### src/design/laser_status_pkg.sv
// Shared constants for the laser status and enable interface
`default_nettype none
package laser_status_pkg;
  // ---------------------------------------------------------------
  // Clock and timing
  // ---------------------------------------------------------------
  localparam int unsigned CLK_HZ        = 200_000_000;
  localparam int unsigned BLINK_MS      = 250;
  localparam int unsigned BLINK_CYCLES  = CLK_HZ / 1000 * BLINK_MS;
  localparam int unsigned SYNC_STAGES   = 2;
  // ---------------------------------------------------------------
  // Blink patterns, in blink slots per repeat
  // ---------------------------------------------------------------
  localparam logic [2:0] UNDER_BLINKS   = 3'h1;
  localparam logic [2:0] OVER_BLINKS    = 3'h2;
  localparam logic [2:0] PATTERN_SLOTS  = 3'h6;
  localparam logic       RESET_LEVEL    = 1'b0;
endpackage
`default_nettype wire

### src/design/laser_status_ctrl.sv
// Laser enable gating, health status outputs and lamp blink patterns
//
// Summary of operation
// - Laser ok low whenever any fault active
// - Temperature ok high unless over temperature or in reset
// - Ready lamp flashes during over temperature
// - Voltage ok low on under or over voltage
// - Power lamp repeats one or two blinks
// - Enable high lights ready lamp yellow
// - Enable gates command pulses to RF drive
`timescale 1ns/1ps
`default_nettype none
module laser_status_ctrl #(
  parameter int unsigned BLINK_CYCLES = laser_status_pkg::BLINK_CYCLES
) (
  // Clock and reset
  input  wire logic sys_clk,
  input  wire logic rst,
  // Controller inputs
  input  wire logic laser_enable,
  input  wire logic pwm_command,
  // Internal sensors
  input  wire logic over_temp,
  input  wire logic under_volt,
  input  wire logic over_volt,
  // Drive and status outputs
  output logic      rf_drive,
  output logic      laser_ok,
  output logic      temp_ok,
  output logic      volt_ok,
  // Lamps
  output logic      ready_lamp,
  output logic      power_lamp
);
  // ---------------------------------------------------------------
  // Input synchronisation
  // ---------------------------------------------------------------
  logic [1:0] synced;

  input_sync #(
    .WIDTH (2)
  ) u_sync (
    .sys_clk  (sys_clk),
    .rst      (rst),
    .async_in ({laser_enable, pwm_command}),
    .sync_out (synced)
  );

  logic en_s;
  logic cmd_s;
  assign en_s  = synced[1];
  assign cmd_s = synced[0];

  // ---------------------------------------------------------------
  // State
  // ---------------------------------------------------------------
  typedef struct packed {
    logic [31:0] tick_cnt;
    logic        phase;
    logic [2:0]  slot;
    logic        rf_drive;
    logic        laser_ok;
    logic        temp_ok;
    logic        volt_ok;
    logic        ready_lamp;
    logic        power_lamp;
  } ctrl_s;

  ctrl_s state;
  ctrl_s next_state;

  logic       tick;
  logic [2:0] blinks;

  assign tick   = (state.tick_cnt == 32'(BLINK_CYCLES - 1));
  assign blinks = over_volt ? laser_status_pkg::OVER_BLINKS : laser_status_pkg::UNDER_BLINKS;

  always_comb
  begin
    next_state = state;
    // Blink time base: each slot is an on and an off half
    next_state.tick_cnt = tick ? 32'h0 : state.tick_cnt + 32'h1;
    if (tick)
    begin
      next_state.phase = ~state.phase;
      if (state.phase)
        next_state.slot = (state.slot == laser_status_pkg::PATTERN_SLOTS - 3'h1) ? 3'h0 : state.slot + 3'h1;
    end
    next_state.rf_drive = en_s & cmd_s;
    next_state.temp_ok  = ~over_temp;
    next_state.volt_ok  = ~(under_volt | over_volt);
    next_state.laser_ok = ~(over_temp | under_volt | over_volt);
    if (over_temp)
      next_state.ready_lamp = ~state.phase;
    else
      next_state.ready_lamp = en_s;
    if (under_volt | over_volt)
      next_state.power_lamp = ~state.phase && (state.slot < blinks);
    else
      next_state.power_lamp = 1'b1;
  end

  always_ff @(posedge sys_clk or posedge rst)
  begin
    if (rst)
      state <= '0;
    else
      state <= next_state;
  end

  assign rf_drive   = state.rf_drive;
  assign laser_ok   = state.laser_ok;
  assign temp_ok    = state.temp_ok;
  assign volt_ok    = state.volt_ok;
  assign ready_lamp = state.ready_lamp;
  assign power_lamp = state.power_lamp;
endmodule // laser_status_ctrl
`default_nettype wire

### src/design/input_sync.sv
// Two-stage synchroniser for a group of level inputs
`timescale 1ns/1ps
`default_nettype none
module input_sync #(
  parameter int unsigned WIDTH = 2
) (
  // Clock and reset
  input  wire logic             sys_clk,
  input  wire logic             rst,
  // Data
  input  wire logic [WIDTH-1:0] async_in,
  output logic      [WIDTH-1:0] sync_out
);
  typedef struct packed {
    logic [WIDTH-1:0] stage1;
    logic [WIDTH-1:0] stage2;
  } sync_s;

  sync_s state;
  sync_s next_state;

  always_comb
  begin
    next_state.stage1 = async_in;
    next_state.stage2 = state.stage1;
  end

  always_ff @(posedge sys_clk or posedge rst)
  begin
    if (rst)
      state <= '0;
    else
      state <= next_state;
  end

  assign sync_out = state.stage2;
endmodule // input_sync
`default_nettype wire

### config.mk
export PLATFORM = sky130hd
export DESIGN_NAME = laser_status_ctrl
export DESIGN_NICKNAME = d
export VERILOG_FILES = /design/src/design/laser_status_pkg.sv /design/src/design/laser_status_ctrl.sv /design/src/design/input_sync.sv
export SDC_FILE = /design/constraint.sdc
export NUM_CORES = 1
export LEC_CHECK = 0
export BUFFER_PORTS_ARGS = -buffer_cell sky130_fd_sc_hd__buf_2
export CAP_MARGIN = 10
export CORE_ASPECT_RATIO = 1.5
export CORE_MARGIN = 8
export CORE_UTILIZATION = 45
export CTS_CLUSTER_DIAMETER = 150
export DETAILED_ROUTE_END_ITERATION = 12
export HOLD_SLACK_MARGIN = 0.06
export PLACE_DENSITY = 0.59
export RECOVER_POWER = 50
export SLEW_MARGIN = 20
export SYNTH_ARGS = -nofsm -noshare
export SYNTH_HDL_FRONTEND = slang
export SYNTH_HIERARCHICAL = 1
export SYNTH_SLANG_ARGS = --single-unit
### constraint.sdc
create_clock -name sys_clk -period 2.5 [get_ports sys_clk]
set_clock_uncertainty 0.15 [all_clocks]
set_input_delay 0.5 -clock sys_clk [delete_from_list [all_inputs] [get_ports sys_clk]]
set_output_delay 0.5 -clock sys_clk [all_outputs]
set_load 0.01 [all_outputs]
Word level (Yosys, flattened, before mapping)
Index checks and enable logic that the tools add are counted.
Operators by class
  add/subtract/negate cells: 2
  order comparisons: 1
  equality and inequality tests: 2
  muxes and demuxes: 5
  bitwise logic cells: 8
  reductions and logical operators: 2
Operators by type and width (number)
  adder 32 x 1 -> 32 bit, second input constant: 1
  equality test 32 x 26 -> 1 bit, second input constant: 1
  2-to-1 mux 32 bit: 1
  inverter 1 bit: 4
  adder 3 x 1 -> 3 bit, second input constant: 1
  equality test 3 bit, second input constant: 1
  < comparator 3 x 2 -> 1 bit: 1
  2-to-1 mux 3 bit: 1
  OR 1 bit: 3
  2-to-1 mux 1 bit: 2
  2-to-1 mux 2 bit: 1
  AND reduction 2 bit: 1
  AND 1 bit: 1
  logical AND 1 bit: 1
Word-level totals
  flip-flop bits (word level): 46
  input bits: 7

Depth between registers and ports, before layout
Gate-level depths: netlist (run 1).
  depth in word-level cells: 4
  gate-level depth with buffers: 7
  mapped depth without buffers: 6

Cells and area by module
The synthesis (run 1) kept the hierarchy.
By module, submodules not included
  laser_status_ctrl: times used 1, cells an instance 188, area an instance 1933.1 sq um, seq. area each 1051.0 sq um
  input_sync: times used 1, cells an instance 5, area an instance 103.8 sq um, seq. area each 100.1 sq um

Least setup slack after synthesis (run 1)
OpenSTA, ideal clock, no wires.
  path type: reg2reg
  from: register state[10] (netlist bit)
  to: register state[7] (netlist bit)
  arrival: 1968 ps
  required time: 2222 ps
  path slack: 254 ps
  stages on the path, launching flop included: 7
  buffers on the path: 0
  path through: dfrtp_1 -> ha_1 -> nand3_1 -> or4_4 -> nor3_4 -> nand3_1 -> mux2_1
On the way
  cells in the longest elaborated chain, start to end: 2
Ends and longest elaborated chain
  start, declared: line laser_status_ctrl.sv:69  | ctrl_s state;
  start signal, assigned: line laser_status_ctrl.sv:108  | state <= next_state;
  equality test 32 x 26 -> 1 bit: line laser_status_ctrl.sv:75  | assign tick = (state.tick_cnt == 32'(BLINK_CYCLES - 1));
  AND reduction 2 bit (no source line)
No other way between the ends.
A chain may end at the register's enable or synchronous reset.

==> results of run 1 <==
-- how the worst max path moves through the flow --
stage           endpoint  cells past startpoint
3_5_place_dp   state[15]                      7
6_report       state[15]                      7
3_3_place_gp   state[15]                      7
2_1_floorplan   state[7]                      6
4_1_cts        state[15]                      7
5_1_grt        state[15]                      7
-- state kept, by name (all words and copies together) (netlist names) --
| name | cells |
|---|---|
| laser_ok | 1 |
| rf_drive | 1 |
| u_sync/sync_out | 2 |
| temp_ok | 1 |
| state | 36 |
| power_lamp | 1 |
| ready_lamp | 1 |
| u_sync/next_state | 2 |
| volt_ok | 1 |
-- synthesized netlist by cell type, types with 3 or more instances --
| library cell | count |
|---|---|
| xnor2_1 | 11 |
| dfrtp_1 | 46 |
| a21oi_1 | 4 |
| nand2_1 | 17 |
| xor2_1 | 13 |
| o21ai_0 | 3 |
| nor4_1 | 4 |
| nand4_1 | 11 |
| nand3_1 | 13 |
| nor2_1 | 22 |
| nor3_1 | 6 |
| inv_1 | 11 |
-- through the flow --
stage / area [sq um] / hold slack (ns) / power (mW) / util [%]
after global routing: 2280 / 0.143 / 1.37 / 51.6
after detailed placement: 2180 / 0.186 / 0.803 / 49.3
after CTS: 2300 / 0.148 / 1.35 / 52.0
after global placement: 2180 / 0.192 / 0.802 / 49.3
final: 2280 / 0.158 / 1.32 / 51.6
after floorplan: 2040 / 0.116 / 0.785 / -
-- cells in the final DEF, fill, tap and decap left out, drive strengths merged, types with 3 or more instances in the layout --
| cell type | count |
|---|---|
| dfrtp | 46 |
| nor2 | 22 |
| nand2 | 17 |
| clkbuf | 17 |
| nand3 | 14 |
| xor2 | 13 |
| inv | 11 |
| nand4 | 11 |
| xnor2 | 11 |
| nor3 | 7 |
| buf | 6 |
| nor4 | 5 |
| a21oi | 4 |
| o21ai | 3 |
-- final cells by class --
| type | instances | share of cell area, % |
|---|---|---|
| sequential | 46 | 50.4 |
| inverter | 11 | 1.81 |
| timing repair buffer | 18 | 3.94 |
| clock buffer | 6 | 3.18 |
| clock inverter | 2 | 1.64 |
| tap | 48 | 2.63 |
| multi-input combinational | 133 | 36.4 |
-- power by group --
| part | internal, mW | total, mW | switching, mW |
|---|---|---|---|
| combinational | 0.00838 | 0.0316 | 0.0232 |
| clock | 0.298 | 0.537 | 0.239 |
| sequential | 0.751 | 0.753 | 0.00202 |
| total | 1.06 | 1.32 | 0.264 |
-- cell families (layout without fill, tap and decap cells) --
| family | Yosys count | after routing |
|---|---|---|
| multiplexers | 2 | 2 |
| flip-flops | 46 | 46 |
| buffers and inverters | 14 | 37 |
| XOR/XNOR | 24 | 24 |
| adder cells (fa/ha/maj) | 2 | 2 |
| AND/OR/NAND/NOR | 89 | 89 |
| AO/OA/AOI/OAI | 16 | 16 |
-- worst register-to-register path, cell delays in order (launching register included) --
cell and delay [ns]:
dfrtp_1 0.40, ha_1 0.19, nand3_1 0.11, or4_4 0.57, nor3_4 0.20, buf_4 0.23, o21ai_0 0.09, a21o_1 0.19
-- layer usage --
layer / vias to the layer above / track usage [%] / wire, um
met3: 10 / 4.62 / 196
met4: 0 / 6.28 / 106
li1: 703 / - / -
met2: 29 / 20.6 / 1910
met1: 694 / 13.7 / 1600
met5: - / 0 / 0
==> qor.yml, run 1 <==
grt:
  grt_use_total_pct: 12.5
  grt_pass1_vias: 1498
  grt_pass1_wl_um: 6890
  grt_overflow: 0
  grt_start_max_net_pins: 43
  antenna_found_initial: 0
power_and_ir_drop:
  powerDensity_mw_per_mm2: 578
  p_leak_nw: 1.02
  ir_worst_vdd_mv: 0.344
clocking:
  cts_setup_buffers: 0
  cts_root_buf: "clkbuf_8"
  cts_max_level: 2
  numClockSinks: 46
  cts_tree: "done"
  cts_buffers: 5
  clkTransAtPathRegs_ns: 0.08
  hold_buffers: 1
  clk_latency_ns: 0.30
  cts_max_path_buffers: 2
  cts_resized: 0
detailed_routing:
  drt-wirelength-per-cell_um: 14.5
  vias_per_cell: 5.44
  vias: 1436
  postRouteWirelength_um: 3820
  drc: 0
  first_iter_violations: 32
  firstDrtPassIters: 4
  postRouteAntennaNets: 0
finish:
  regArea_sq_mm: 0.00115
  nFillCells: 426
  multi_input_area_sq_um: 832
  drive_gt1_share_pct: 8.80
  area_growth_pct: 12.2
  n_antenna_cell: 0
  stdcell_count: 264
  fin_nets: 224
synthesis:
  synth_top_family_by_area: "simple AND/OR/NAND/NOR gates"
  syn_inst: 193
  synth_top_area_share_pct: 56.5
  yosys.area_share.simple_pct: 22.9
  synth_fa_ha_area_share_pct: 1.23
  muxShareOfSynthArea_pct: 1.11
  syn_area_sq_mm: 0.00204
  synth-compound-area-share_pct: 5.28
  yosysUniqueCellTypes: 36
  synth_xor_area_share_pct: 10.3
  synth_seq_area_share_pct: 56.5
  synthArstFlopShare_pct: 100
  ys_ff_latch: 46
  synth_flop_cell: "dfrtp_1"
  syn_avg_cell_area_sq_um: 10.6
  syn_nets: 202
  synth-edff-count: 0
  netlist.top_cell.by_area: "dfrtp_1"
  ys_warn_count: 6
  synth.area.top_cells: "dfrtp_1 (57%), xor2_1 (5.6%), xnor2_1 (4.7%), nor2_1 (4.1%), nand4_1 (3.4%)"
min_path:
  worstHoldStart: "laser_enable"
  whs_endpoint: "u_sync/next_state[1]"
  whs_path_depth: 1
  hold_path_class: "in2reg"
critical_path:
  cp_max_fo: 14
  crit_start: "state[10]"
  critical_path_required_ns: 2.54
  rrSetupSlack_ns: 0.25
  r2r_end: "state[15]"
  r2r_start: "state[10]"
  crit_path_cell_trace: "ha_1, nand3_1, or4_4, nor3_4, buf_4, o21ai_0, a21o_1"
  cp_slowest_stage_delay_ns: 0.57
  cp-start-kind: "register"
  rr_worst_depth: 7
  cp_data_arrival_time_ns: 2.29
  end_kind: "register"
  crit_family: "simple AND/OR/NAND/NOR gates"
  setup.worst_path.class: "reg2reg"
  cp_slowest_cell: "or4_4"
  path_buf_inv: 1
timing:
  fin_crit_sh_pct: 89.8
  final_max_slew_viol_count: 0
  hold_viol: 0
  max-slew-margin-rel_pct: 32.5
  fin_ws_ns: 0.254
  fin_tns_setup_ns: 0
  rsz0062_at_grt: "false"
  max_freq_ghz: 0.445
  fin_crit_ns: 2.25
  finalSetupViolations: 0
  worst_slew_pin_slew_ns: 1.01
placed_design:
  portBuffers: 12
  pre_cts_slack_ns: 0.237
  dpl.hpwl_um: 2810
  numPlacedInstances: 255
  gp_congestion: 0.786
die:
  core_sq_mm: 0.00443
  start_util_pct: 46.0
  die_height_um: 98.4
  fp.dieW_um: 70.9
  dieArea_sq_mm: 0.00698
  rows: 30
  ios: 13
job:
  max-cap-violations: 0
status:
  status: "complete, no violations"
(Power assumes the default switching activity.)
==> run 2, diff against run 1 <==
--- a/config.mk
+++ b/config.mk
@@ -5,15 +5,15 @@
 export SDC_FILE = /design/constraint.sdc
 export NUM_CORES = 1
 export LEC_CHECK = 0
-export BUFFER_PORTS_ARGS = -buffer_cell sky130_fd_sc_hd__buf_2
 export CAP_MARGIN = 10
 export CORE_ASPECT_RATIO = 1.5
 export CORE_MARGIN = 8
 export CORE_UTILIZATION = 45
 export CTS_CLUSTER_DIAMETER = 150
 export DETAILED_ROUTE_END_ITERATION = 12
+export DONT_BUFFER_PORTS = 1
 export HOLD_SLACK_MARGIN = 0.06
-export PLACE_DENSITY = 0.59
+export PLACE_DENSITY = 0.57
 export RECOVER_POWER = 50
 export SLEW_MARGIN = 20
 export SYNTH_ARGS = -nofsm -noshare
==> qor.yml, run 2 (same netlist as run 1, synthesis figures left out) <==
finish:
  stdcell_count: 253
  n_antenna_cell: 0
  nFillCells: 423
  fin_area_sq_mm: 0.00228
  largest_reg_flops: 36
  layout_commonest_cell: "dfrtp_1"
  final_core_util_pct: 51.5
  fin_nets: 213
  area_growth_pct: 11.9
  regMostFlops: "state"
  mostFrequentLayoutCells: "dfrtp_1 (46), nor2_1 (22), nand2_1 (17)"
  drive_gt1_share_pct: 9.27
timing:
  finalSetupViolations: 0
  final_max_slew_viol_count: 0
  max-slew-margin-rel_pct: 32.0
  max_freq_ghz: 0.447
  rsz0062_at_grt: "false"
  fin_ws_ns: 0.264
  worst_hold_slack_ns: 0.0811
  fin_tns_setup_ns: 0
  fin_crit_ns: 2.24
  fin_crit_sh_pct: 89.4
  hold_viol: 0
  worst_slew_pin_slew_ns: 1.02
die:
  fp.dieW_um: 70.9
  ios: 13
  rows: 30
  start_util_pct: 46.0
  dieArea_sq_mm: 0.00698
  die_height_um: 98.4
  core_sq_mm: 0.00443
clocking:
  cts_root_buf: "clkbuf_8"
  numClockSinks: 46
  clk_latency_ns: 0.29
  cts_max_path_buffers: 2
  clkTransAtPathRegs_ns: 0.08
  cts_buffers: 5
  cts_max_level: 2
  cts_resized: 0
  cts_tree: "done"
grt:
  grt_pass1_vias: 1461
  antenna_found_initial: 0
  grt_start_max_net_pins: 43
  grt_overflow: 0
  grt_pass1_wl_um: 6730
  grt_use_total_pct: 12.2
detailed_routing:
  first_iter_violations: 30
  met3_length_um: 166
  postRouteWirelength_um: 3960
  postRouteAntennaNets: 0
  top_layer: "met4"
  wl_met1_um: 1540
  firstDrtPassIters: 4
  vias: 1420
  drt-wirelength-per-cell_um: 15.6
  vias_per_cell: 5.61
  wl_met2_um: 2140
  drc: 0
critical_path:
  cp-start-kind: "register"
  end_kind: "register"
  cp_data_arrival_time_ns: 2.27
  cp_max_fo: 4
  setup.worst_path.class: "reg2reg"
  critical_path_required_ns: 2.53
placed_design:
  dpl_cell_area_sq_mm: 0.00213
  portBuffers: 0
  gp_congestion: 0.800
  dpl.hpwl_um: 2980
  numPlacedInstances: 244
  pre_cts_slack_ns: 0.256
status:
  status: "complete, no violations"
power_and_ir_drop:
  powerDensity_mw_per_mm2: 632
  p_leak_nw: 1.02
  finalPower_mw: 1.44
  ir_worst_vdd_mv: 0.320
job:
  max-cap-violations: 0
min_path:
  hold_path_class: "in2reg"
## run 2: changes by cell type in the layout (fill, tap and decap cells not counted)
cell / before / now
buf_2: 3 / 0
buf_4: 3 / 5
bufinv_16: 1 / 2
clkbuf_1: 11 / 0
clkbuf_8: 5 / 6
clkinvlp_4: 1 / 0
## run 2: final cells by class
cell class                      count  area [sq um]  share of cell area [%]
Multi-Input combinational cell    133           832                    36.5
Tap cell                           48          60.1                    2.63
Timing Repair Buffer                7          52.6                    2.31
Clock inverter                      2          60.1                    2.63
Clock buffer                        6          82.6                    3.62
Inverter                           11          41.3                    1.81
Sequential cell                    46          1150                    50.5
## run 2: per-layer routing
| layer | vias to the layer above | track usage (%) |
|---|---|---|
| met5 | - | 0 |
| met4 | 0 | 7.09 |
| met3 | 11 | 2.97 |
| met2 | 34 | 21.8 |
| met1 | 691 | 12.4 |
| li1 | 684 | - |
## run 2: path summary, 6_finish.rpt
kind,slack (ns),from,cells past startpoint,to
worst min register to register,0.22,u_sync/next_state[0],0,u_sync/sync_out[0]
worst min-delay path,0.08,laser_enable,0,u_sync/next_state[1]
max in group asynchronous,1.32,rst,2,state[15]
worst max-delay path,0.26,state[10],6,state[8]
worst max register to register,0.26,state[10],6,state[8]
min in group asynchronous,0.26,rst,2,rf_drive
## run 2: report_power, final
group | internal, mW | switching [mW] | total (mW)
combinational | 0.00405 | 0.0160 | 0.0201
sequential | 0.751 | 0.00534 | 0.757
clock | 0.426 | 0.238 | 0.664
total | 1.18 | 0.259 | 1.44
## run 2: timing repair
action | CTS | global route
setup buffers | 0 | 0
hold buffers | 1 | 0
endpoints found under the hold margin | 4 | 0
## run 2: critical path: stages, from the launching register on
cell and delay (ns):
dfrtp_1 0.39, ha_1 0.20, nand3_1 0.11, or4_4 0.58, nor3_4 0.21, nand3_1 0.15, mux2_1 0.34
